**src/common/psar_pkg.sv**
```systemverilog
// Package with addresses, widths, reset values and carrier types of the shared-address port block
package psar_pkg;
    localparam int DATA_W = 8;
    localparam int ADDR_W = 16;
    // Byte addresses of the internal register interface
    localparam logic [15:0] ADDR_TIMER = 16'hffb3;
    localparam logic [15:0] ADDR_PORT_DATA = 16'hffd6;
    localparam logic [15:0] ADDR_PORT_DIR = 16'hffe6;
    // Reset and fixed read values
    localparam logic [7:0] DIR_READ_VALUE = 8'hff;
    localparam logic [7:0] LATCH_RESET = 8'h00;
    localparam logic [7:0] DIR_RESET = 8'h00;
    localparam logic [7:0] LOAD_RESET = 8'h00;
    localparam logic [7:0] COUNT_RESET = 8'h00;
    localparam logic [7:0] UNMAPPED_READ = 8'h00;

    // Byte request from the CPU core
    typedef struct packed {
        logic rd;
        logic wr;
        logic [15:0] addr;
        logic [7:0] wdata;
    } psar_req_s;

    // Read-modify-write sequencer states, Gray order
    typedef enum logic [1:0] {
        PSAR_IDLE = 2'b00,
        PSAR_READ = 2'b01,
        PSAR_WRITE = 2'b11
    } psar_rmw_e;
endpackage : psar_pkg

```
**src/design/psar_sync.sv**
```systemverilog
// Two-flop synchroniser for a vector of pin inputs
`timescale 1ns/1ps
module psar_sync #(
    parameter int WIDTH = 8
) (
    input wire logic clk_sys,
    input wire logic rst_n,
    input wire logic ce,
    input wire logic [WIDTH-1:0] async_in,
    output logic [WIDTH-1:0] sync_out
);
    // All state in one struct
    typedef struct packed {
        logic [WIDTH-1:0] meta;
        logic [WIDTH-1:0] stable;
    } psar_sync_s;

    psar_sync_s st;
    psar_sync_s next_st;

    // First stage is read only by the second stage
    always_comb begin
        next_st = st;
        if (ce) begin
            next_st.meta = async_in;
            next_st.stable = st.meta;
        end
    end

    // Register the state
    always_ff @(posedge clk_sys or negedge rst_n) begin
        if (!rst_n) begin
            st <= '0;
        end else begin
            st <= next_st;
        end
    end

    assign sync_out = st.stable;
endmodule : psar_sync

```
**src/design/psar_top.sv**
```systemverilog
// Shared-address readback: free-running timer counter/load and port data/direction byte registers
// Functional notes
// - A read of the shared timer address returns the running counter, not the load value.
// - A write to the shared timer address stores the byte into the load register only.
// - The counter runs on its own, so a read-modify-write there may copy counter bits into load.
// - A bit set or clear reads one byte, changes only the named bit, and writes it all back.
// - A port data read returns the sampled pin level for every input pin bit.
// - A port data read returns the output latch bit for every output pin bit.
// - A port data write loads every latch bit, and each output pin drives its latch bit.
// - The direction register is write-only and always reads as all ones.
// - A direction bit of zero makes the pin an input, one makes it an output from the latch.
`timescale 1ns/1ps
module psar_top #(
    parameter int PORT_W = 8
) (
    // Clock, reset and enable
    input wire logic clk_sys,
    input wire logic rst_n,
    input wire logic ce,
    // Byte access from the core
    input wire psar_pkg::psar_req_s req,
    // Bit instruction start
    input wire logic bit_set_instruction,
    input wire logic bit_clear_instruction,
    input wire logic [2:0] bit_index,
    input wire logic [15:0] bit_addr,
    // Timer tick and pin levels
    input wire logic count_tick,
    input wire logic [PORT_W-1:0] pin_in,
    // Read return and sequencer status
    output logic [7:0] rdata,
    output logic rvalid,
    output logic rmw_busy,
    output logic rmw_done,
    // Pins and timer state
    output logic [PORT_W-1:0] pin_out,
    output logic [PORT_W-1:0] pin_oe,
    output logic [7:0] timer_count,
    output logic [7:0] timer_load
);
    // ==========================================================
    // State
    typedef struct packed {
        // Timer counter and its load register behind one address
        logic [7:0] count;
        logic [7:0] load;
        // Port latch and direction bits
        logic [PORT_W-1:0] port_output_latch;
        logic [PORT_W-1:0] port_direction_control;
        // Read return
        logic [7:0] rdata;
        logic rvalid;
        // Bit instruction sequencer
        psar_pkg::psar_rmw_e rmw;
        logic rmw_busy;
        logic rmw_set;
        logic [2:0] rmw_bit;
        logic [15:0] rmw_addr;
        logic [7:0] rmw_data;
        logic rmw_done;
    } psar_top_s;

    // Registered state, its next value and the synchronised pins
    psar_top_s st;
    psar_top_s next_st;
    logic [PORT_W-1:0] pin_sync;

    // ==========================================================
    // Pin synchroniser
    psar_sync #(
        .WIDTH(PORT_W)
    ) u_sync (
        .clk_sys(clk_sys),
        .rst_n(rst_n),
        .ce(ce),
        .async_in(pin_in),
        .sync_out(pin_sync)
    );

    // ==========================================================
    // Per-pin read view: pin level for inputs, latch bit for outputs
    wire logic [PORT_W-1:0] port_view;
    for (genvar gi = 0; gi < PORT_W; gi++) begin : g_view
        assign port_view[gi] = st.port_direction_control[gi]
            ? st.port_output_latch[gi]
            : pin_sync[gi];
    end

    // ==========================================================
    // Address decode
    typedef enum logic [1:0] {
        PSAR_SEL_NONE = 2'b00,
        PSAR_SEL_TIMER = 2'b01,
        PSAR_SEL_PORT = 2'b11,
        PSAR_SEL_DIR = 2'b10
    } psar_sel_e;

    // Register reached by a byte address; unmapped addresses reach none
    function automatic psar_sel_e decode(input logic [15:0] a);
        if (a == psar_pkg::ADDR_TIMER) begin
            decode = PSAR_SEL_TIMER;
        end else if (a == psar_pkg::ADDR_PORT_DATA) begin
            decode = PSAR_SEL_PORT;
        end else if (a == psar_pkg::ADDR_PORT_DIR) begin
            decode = PSAR_SEL_DIR;
        end else begin
            decode = PSAR_SEL_NONE;
        end
    endfunction : decode

    // Request and sequencer addresses decoded once per cycle
    psar_sel_e req_sel;
    psar_sel_e rmw_sel;
    always_comb begin
        req_sel = decode(req.addr);
        rmw_sel = decode(st.rmw_addr);
    end

    // ==========================================================
    // Byte access
    // Byte read value for a decoded register
    function automatic logic [7:0] read_byte(input psar_top_s s, input psar_sel_e sel,
                                             input logic [PORT_W-1:0] view);
        if (sel == PSAR_SEL_TIMER) begin
            read_byte = s.count;
        end else if (sel == PSAR_SEL_PORT) begin
            read_byte = 8'(view);
        end else if (sel == PSAR_SEL_DIR) begin
            read_byte = psar_pkg::DIR_READ_VALUE;
        end else begin
            read_byte = psar_pkg::UNMAPPED_READ;
        end
    endfunction : read_byte

    // Byte write effect on a decoded register
    function automatic psar_top_s write_byte(input psar_top_s s, input psar_sel_e sel,
                                             input logic [7:0] d);
        // Unmapped addresses change nothing
        write_byte = s;
        if (sel == PSAR_SEL_TIMER) begin
            write_byte.load = d;
        end else if (sel == PSAR_SEL_PORT) begin
            write_byte.port_output_latch = PORT_W'(d);
        end else if (sel == PSAR_SEL_DIR) begin
            write_byte.port_direction_control = PORT_W'(d);
        end
    endfunction : write_byte

    // ==========================================================
    // Next-state logic
    always_comb begin
        next_st = st;
        if (ce) begin
            // Read and done pulses last one cycle
            next_st.rvalid = 1'b0;
            next_st.rmw_done = 1'b0;
            // Free-running counter, independent of the load register
            if (count_tick) begin
                next_st.count = st.count + 8'h01;
            end
            case (st.rmw)
                psar_pkg::PSAR_IDLE: begin
                    // Bit instructions win over reads, reads over writes
                    if (bit_set_instruction || bit_clear_instruction) begin
                        next_st.rmw = psar_pkg::PSAR_READ;
                        next_st.rmw_set = bit_set_instruction;
                        next_st.rmw_bit = bit_index;
                        next_st.rmw_addr = bit_addr;
                    end else if (req.rd) begin
                        next_st.rdata = read_byte(st, req_sel, port_view);
                        next_st.rvalid = 1'b1;
                    end else if (req.wr) begin
                        next_st = write_byte(next_st, req_sel, req.wdata);
                    end
                end
                psar_pkg::PSAR_READ: begin
                    // Read whole byte, then alter only the named bit
                    next_st.rmw_data = read_byte(st, rmw_sel, port_view);
                    next_st.rmw_data[st.rmw_bit] = st.rmw_set;
                    next_st.rmw = psar_pkg::PSAR_WRITE;
                end
                psar_pkg::PSAR_WRITE: begin
                    // Whole altered byte goes back to the same address
                    next_st = write_byte(next_st, rmw_sel, st.rmw_data);
                    next_st.rmw_done = 1'b1;
                    next_st.rmw = psar_pkg::PSAR_IDLE;
                end
                default: begin
                    // Unused code falls back to idle
                    next_st.rmw = psar_pkg::PSAR_IDLE;
                end
            endcase
            // Busy flag registered alongside the sequencer state
            next_st.rmw_busy = (next_st.rmw != psar_pkg::PSAR_IDLE);
        end
    end

    // Register the state
    always_ff @(posedge clk_sys or negedge rst_n) begin
        if (!rst_n) begin
            // Clear everything, then apply the named reset values
            st <= '0;
            st.count <= psar_pkg::COUNT_RESET;
            st.load <= psar_pkg::LOAD_RESET;
            st.port_output_latch <= PORT_W'(psar_pkg::LATCH_RESET);
            st.port_direction_control <= PORT_W'(psar_pkg::DIR_RESET);
            st.rmw <= psar_pkg::PSAR_IDLE;
        end else begin
            st <= next_st;
        end
    end

    // ==========================================================
    // Outputs, all from flip-flops
    assign rdata = st.rdata;
    assign rvalid = st.rvalid;
    assign rmw_busy = st.rmw_busy;
    assign rmw_done = st.rmw_done;
    assign pin_out = st.port_output_latch;
    assign pin_oe = st.port_direction_control;
    assign timer_count = st.count;
    assign timer_load = st.load;
endmodule : psar_top

```
**config.mk**
```make
export PLATFORM = sky130hd
export DESIGN_NAME = psar_top
export DESIGN_NICKNAME = d
export VERILOG_FILES = /design/src/common/psar_pkg.sv /design/src/design/psar_sync.sv /design/src/design/psar_top.sv
export SDC_FILE = /design/constraint.sdc
export NUM_CORES = 1
export LEC_CHECK = 0
export BUFFER_PORTS_ARGS = -buffer_cell sky130_fd_sc_hd__buf_2
export CAP_MARGIN = 20
export CORE_ASPECT_RATIO = 2
export CORE_MARGIN = 10
export CORE_UTILIZATION = 25
export CTS_BUF_LIST = sky130_fd_sc_hd__clkbuf_8 sky130_fd_sc_hd__clkbuf_16
export DETAILED_ROUTE_END_ITERATION = 10
export GPL_ROUTABILITY_DRIVEN = 1
export PLACE_DENSITY = 0.46
export SLEW_MARGIN = 20
export SYNTH_ARGS = -nofsm -noshare
export SYNTH_HDL_FRONTEND = slang
export SYNTH_SLANG_ARGS = --single-unit
```
**constraint.sdc**
```tcl
create_clock -name clk_sys -period 4.32 [get_ports clk_sys]
set_input_delay 0.864 -clock clk_sys [delete_from_list [all_inputs] [get_ports clk_sys]]
set_output_delay 0.864 -clock clk_sys [all_outputs]
set_load 0.01 [all_outputs]
```
* Word level (Yosys, flattened, before mapping)
Index checks and enable logic that the tools add are counted.
** Storage, ports and cells
- Bits in registers :: 89
- Latch bits :: 0
- Memory bits (writable) :: 0
- Memory bits (read-only) :: 0
- Bits of input ports :: 59
- Output and inout port bits :: 43
- Logic and storage cells :: 109
- Memories kept :: 0
** Operators by class
- Add/sub/neg operators :: 1
- Multiply operators :: 0
- Div/mod/pow operators :: 0
- Magnitude comparators :: 2
- Eq/ne operators :: 27
- Shifts and indexed selects :: 0
- Multiplexer cells :: 50
- Bitwise operators :: 3
- Reductions and logical operators :: 11
** Operators with widths (number)
- 8-bit 2-to-1 mux :: 18
- 16-bit equality test, second input constant :: 6
- 33-bit case mux with 2 select lines :: 1
- 65-bit 2-to-1 mux :: 1
- 33-bit 2-to-1 mux :: 1
- 16-bit 2-to-1 mux :: 2
- 32-bit 2-to-1 mux :: 1
- 2-bit inequality test, second input constant :: 13
- 24-bit 2-to-1 mux :: 1
- 20-bit 2-to-1 mux :: 1
- 9-bit 2-to-1 mux :: 2
- 2-bit 2-to-1 mux :: 8
- 8-bit case mux with 2 select lines :: 1
- 11-bit AND reduction :: 1
- 2-bit equality test, second input constant :: 5
- 1-bit 2-to-1 mux :: 9
- 9-bit AND reduction :: 1
- 8-bit by 1-bit adder with 8-bit output, second input constant :: 1
- 8-bit bitwise mux :: 1
- 7-bit AND reduction :: 1
- 2-bit by 1-bit equality test with 1-bit output, second input constant :: 3
- 3-bit AND reduction :: 2
- 5-bit AND reduction :: 1
- 3-bit by 4-bit < comparator with 1-bit output, second input constant :: 1
- 9 further kinds :: 12

* Longest topological paths before layout
- Depth in word-level cells :: 14
- Depth in mapped cells :: 8
- Depth with buffers taken out :: 7

* Hierarchy
Synthesis repeated with hierarchy kept, for this count alone.
** Unflattened totals
- Cells, all modules :: 404
- Area total of the unflattened synthesis :: 4609.4 um^2
** Modules (own cells, without submodules)
- psar_top :: instances 1, cells each 362, area an instance 3900.0 um^2, sequential area each 1826.8 um^2
- psar_sync :: instances 1, cells each 42, area an instance 709.4 um^2, sequential area each 400.4 um^2

* Worst setup path after synthesis
OpenSTA, ideal clock, no wires.
- Path type :: input -> register
- Start point :: in req[25] (netlist bit)
- End point :: reg st, in the netlist timer_load[0]
- Setup time :: 0.125 ns
- Arrival time :: 2.128 ns
- Slack :: 2.067 ns
- Cell stages on the path :: 5
- Buffers on the path :: 0
- Path through :: nor4b_1 > nand3_1 > nor3_1 > o22ai_4 > mux2_2
** Between the ends
- Longest elaborated chain between the ends :: 2
** Ends and longest elaborated chain
- start, declared :: RTL line psar_top.sv:21 : input wire psar_pkg::psar_req_s req,
- 2-bit inequality test (no line)
- 7-bit AND reduction (no line)
- end signal, assigned :: RTL line psar_top.sv:209 : st <= next_st;
- end, declared :: RTL line psar_top.sv:64 : psar_top_s st;
No other way between the ends.
A chain may end at the register's enable or synchronous reset.

* Final worst setup path
- Start point :: in ce
- End point :: reg st, in the netlist rdata[6]
** Between the ends
- Longest elaborated chain between the ends :: 1
** Ends and longest elaborated chain
- start, declared :: RTL line psar_top.sv:19 : input wire logic ce,
- 5-bit AND reduction (no line)
No other way between the ends.

==> impl_metrics.csv <==
group,metric,value,unit
placement,hpwlAfterDp,10630,um
drt,vias_per_cell,4.772,
timing,drv_slew,0,
timing,fin_skew,0.009842,ns
hold_path,hp-start,"timer_load[2]$_DFFE_PN0P_",
clocking,cts_tree,"yes",
worst_setup_path,crit_family,"simple AND/OR/NAND/NOR gates",
synthesis,syn_area,4481,um2
worst_setup_path,cpMaxStageDelayCell,"or4_1",
synthesis,ys_warn_count,0,
clocking,cts_inserted_buffers,9,
synthesis,ys_ff_latch,89,
drt,drt_pass1_iterations,4,
timing,max_slew_margin,0.4369,
timing,setup_viol,0,
die,num_rows,69,
power,ir_drop,259.6,uV
clocking,clkTransAtPathRegs,0.06,ns
synthesis,ys_seq_area_frac,0.4971,
clocking,cts_setup_buffers,0,
global_routing,grt_start_max_net_pins,67,
clocking,htreeDepth,3,
power,power_switching,1.162,mW
cells_and_area,drive_gt1_frac,0.4156,
timing,min_period_over_period,0.6066,
worst_setup_path,worstPathCellList,"buf_2 > buf_4 > nand4_1 > or4_1 > o21ai_0",
drt,wirelength,13530,um
global_routing,track_usage,0.1139,
timing,setup_tns,0,ns
die,die-area,24000,um2
die,dieHeight,209.3,um
global_routing,grt_pass1_vias,3424,
clocking,cts.sinks,89,
drt,ant_nets,0,
synthesis,syn-instance-count,390,
die,coreArea,17700,um2
worst_setup_path,worst_r2r_endpoint,"rdata[6]$_DFFE_PN0P_",
worst_setup_path,arrival,2.88,ns
placement,port_buffers,101,
cells_and_area,multi_input_area,1887,um2
worst_setup_path,path_max_fanout,31,
power,swShare,0.3682,
die,die_w,114.7,um
cells_and_area,seq_area,2227,um2
drt,vias,3226,
synthesis,netlist-cell-type-count,40,
drt,drt-initial-drc-count,141,
placement,post-place-ws,1.313,ns
drt,drt-wirelength-per-cell,20.01,um
flow_run,maxCapViolCount,0,
timing,worstMarginPinSlew,0.8446,ns
hold_path,hold_path_end,"timer_load[2]$_DFFE_PN0P_",
synthesis,synth.avg_cell_area,11.49,um2
die,initial_core_util,0.2532,
worst_setup_path,cp-end-kind,"flip-flop",
cells_and_area,num-nets-final,522,
timing,fin_hold_ws,0.4996,ns
global_routing,grt-ovfl-total,0,
worst_setup_path,worst-path-stages,5,
worst_setup_path,cpPeakStageDelay,0.75,ns
die,pin_count,102,
cells_and_area,syn2layout_area_growth,17.17,%
drt,remaining_drc_errors,0,
placement,gp_congestion,0.8224,
timing,period_minus_slack,2.621,ns
timing,hold_viol,0,
cells_and_area,n_fill_cell,1829,
global_routing,antenna_found_initial,1,
hold_path,min_path_type,"reg2reg",
worst_setup_path,start_kind,"input port",
clocking,cts_root_buffer,"clkbuf_16",
clocking,cts_resized,0,
power,p_leak,2.418,nW
worst_setup_path,rr_worst_depth,5,
worst_setup_path,crit_type,"in2reg",
worst_setup_path,path_buf_inv,2,
clocking,clockBufferDepth,2,
run_status,status,"completed",
power,combPwrFrac,0.326,
synthesis,async_flop_share,1.000,
hold_path,hold_depth,1,
timing,rsz0062_at_grt,"false",
clocking,insertion_delay,0.35,ns
synthesis,yosys_most_used_dff,"dfrtp_1",
power,power_density,601.3,nW/um2
worst_setup_path,rr_startpoint,"st[31]$_DFFE_PN0P_",
clocking,hold_buffers,0,
synthesis,synth-edff-count,0,
worst_setup_path,critical_path_required,4.58,ns
power,p_clk_frac,0.248,
worst_setup_path,reg2reg_slack,2.02,ns
global_routing,grt_pass1_wl,20530,um
timing,fmax,381.6,MHz
timing,fin_ws,1.699,ns
power,intPower,1.995,mW
power,seqPwrFrac,0.426,
synthesis,syn-num-nets,455,
[cells in the final DEF (no fill, tap or decap), types with 8 or more instances in the layout]
cell	instances
a21oi_1	34
a221oi_1	8
a22o_1	8
buf_2	100
clkbuf_16	9
dfrtp_1	89
mux2_2	62
mux2i_1	8
nand2_1	23
nand3_1	13
o21ai_0	20
[kinds of logic (layout without fill, tap and decap cells)]
| logic type | after synthesis | count (layout) | synth area share |
|---|---|---|---|
| buffers and inverters | 57 | 129 | 0.08182 |
| AO/OA/AOI/OAI | 84 | 84 | 0.1201 |
| adder cells (fa/ha/maj) | 6 | 6 | 0.01675 |
| XOR/XNOR | 7 | 7 | 0.01368 |
| flip-flops | 89 | 89 | 0.4971 |
| multiplexers | 70 | 70 | 0.1737 |
| AND/OR/NAND/NOR | 77 | 77 | 0.09690 |
| other | 0 | 1 | 0 |
[metal layers]
metal	part of all wire	up-vias	track usage
li1	-	1513	-
met1	0.33	1601	0.1083
met2	0.60	94	0.2197
met3	0.043	18	0.02314
met4	0.031	0	0.05384
met5	0	-	0
[stage by stage]
stage / total power [mW] / instance area (um2) / std cells / util
3_3_place_gp: 2.385 / 4956 / 659 / 0.2800
5_1_grt: 3.365 / 5250 / 676 / 0.2966
6_report: 3.157 / 5250 / 676 / 0.2966
2_1_floorplan: 2.095 / 4481 / 390 / -
4_1_cts: 3.214 / 5248 / 675 / 0.2965
3_5_place_dp: 2.416 / 4956 / 659 / 0.2800
[how the worst max path moves through the flow]
| stage | start | slack (ns) | end |
|---|---|---|---|
| after floorplan | req[25] | 2.07 | timer_load[0]$_DFFE_PN0P_ |
| after global placement | ce | 1.41 | rdata[2]$_DFFE_PN0P_ |
| after detailed placement | ce | 1.31 | rdata[6]$_DFFE_PN0P_ |
| after CTS | ce | 1.68 | rdata[6]$_DFFE_PN0P_ |
| after global routing | ce | 1.52 | rdata[6]$_DFFE_PN0P_ |
| final | ce | 1.70 | rdata[6]$_DFFE_PN0P_ |
[state kept, by name, indices dropped and copies added, names as in the netlist]
name             flops
pin_oe               8
st                  30
timer_load           8
timer_count          8
rvalid               1
rmw_busy             1
pin_out              8
rmw_done             1
u_sync.st            8
u_sync.sync_out      8
rdata                8
[cell type report]
cell class	count	share of cell area
Antenna cell	1	0.0004766
Clock buffer	11	0.04814
Clock inverter	5	0.007388
Inverter	6	0.004290
Multi-Input combinational cell	244	0.3594
Sequential cell	89	0.4242
Tap cell	213	0.05076
Timing Repair Buffer	107	0.1053
[power by group through the flow]
stage / logic, mW / registers, mW / clock network, mW
final: 1.03 / 1.34 / 0.783
after global routing: 1.14 / 1.38 / 0.840
after floorplan: 0.827 / 1.27 / 0
after global placement: 1.03 / 1.36 / 0
after detailed placement: 1.05 / 1.37 / 0
after CTS: 1.05 / 1.35 / 0.811
[cells in the mapped netlist (2+ instances only)]
library cell,n,area [um2]
ha_1,6,75.07
o21ai_0,20,100.1
nand2b_1,4,25.02
mux2_2,62,698.2
o31ai_1,2,15.01
buf_4,40,300.3
a21oi_1,34,170.2
a22o_1,8,70.07
a221oi_1,8,70.07
nor3_1,4,20.02
xnor2_1,6,52.55
mux2i_1,8,80.08
nand3_1,13,65.06
nand2_1,23,86.33
o211ai_1,2,15.01
and3b_1,2,17.52
buf_1,2,7.510
nor2_1,7,26.28
a211oi_1,7,52.55
clkbuf_1,7,26.28
nand4_1,6,37.54
and4_1,2,17.52
nand3b_1,2,15.01
inv_1,6,22.52
nand4b_1,2,17.52
buf_2,2,10.01
dfrtp_1,89,2227
nor2b_1,4,25.02
No activity file was read; power rests on OpenSTA's default activity.
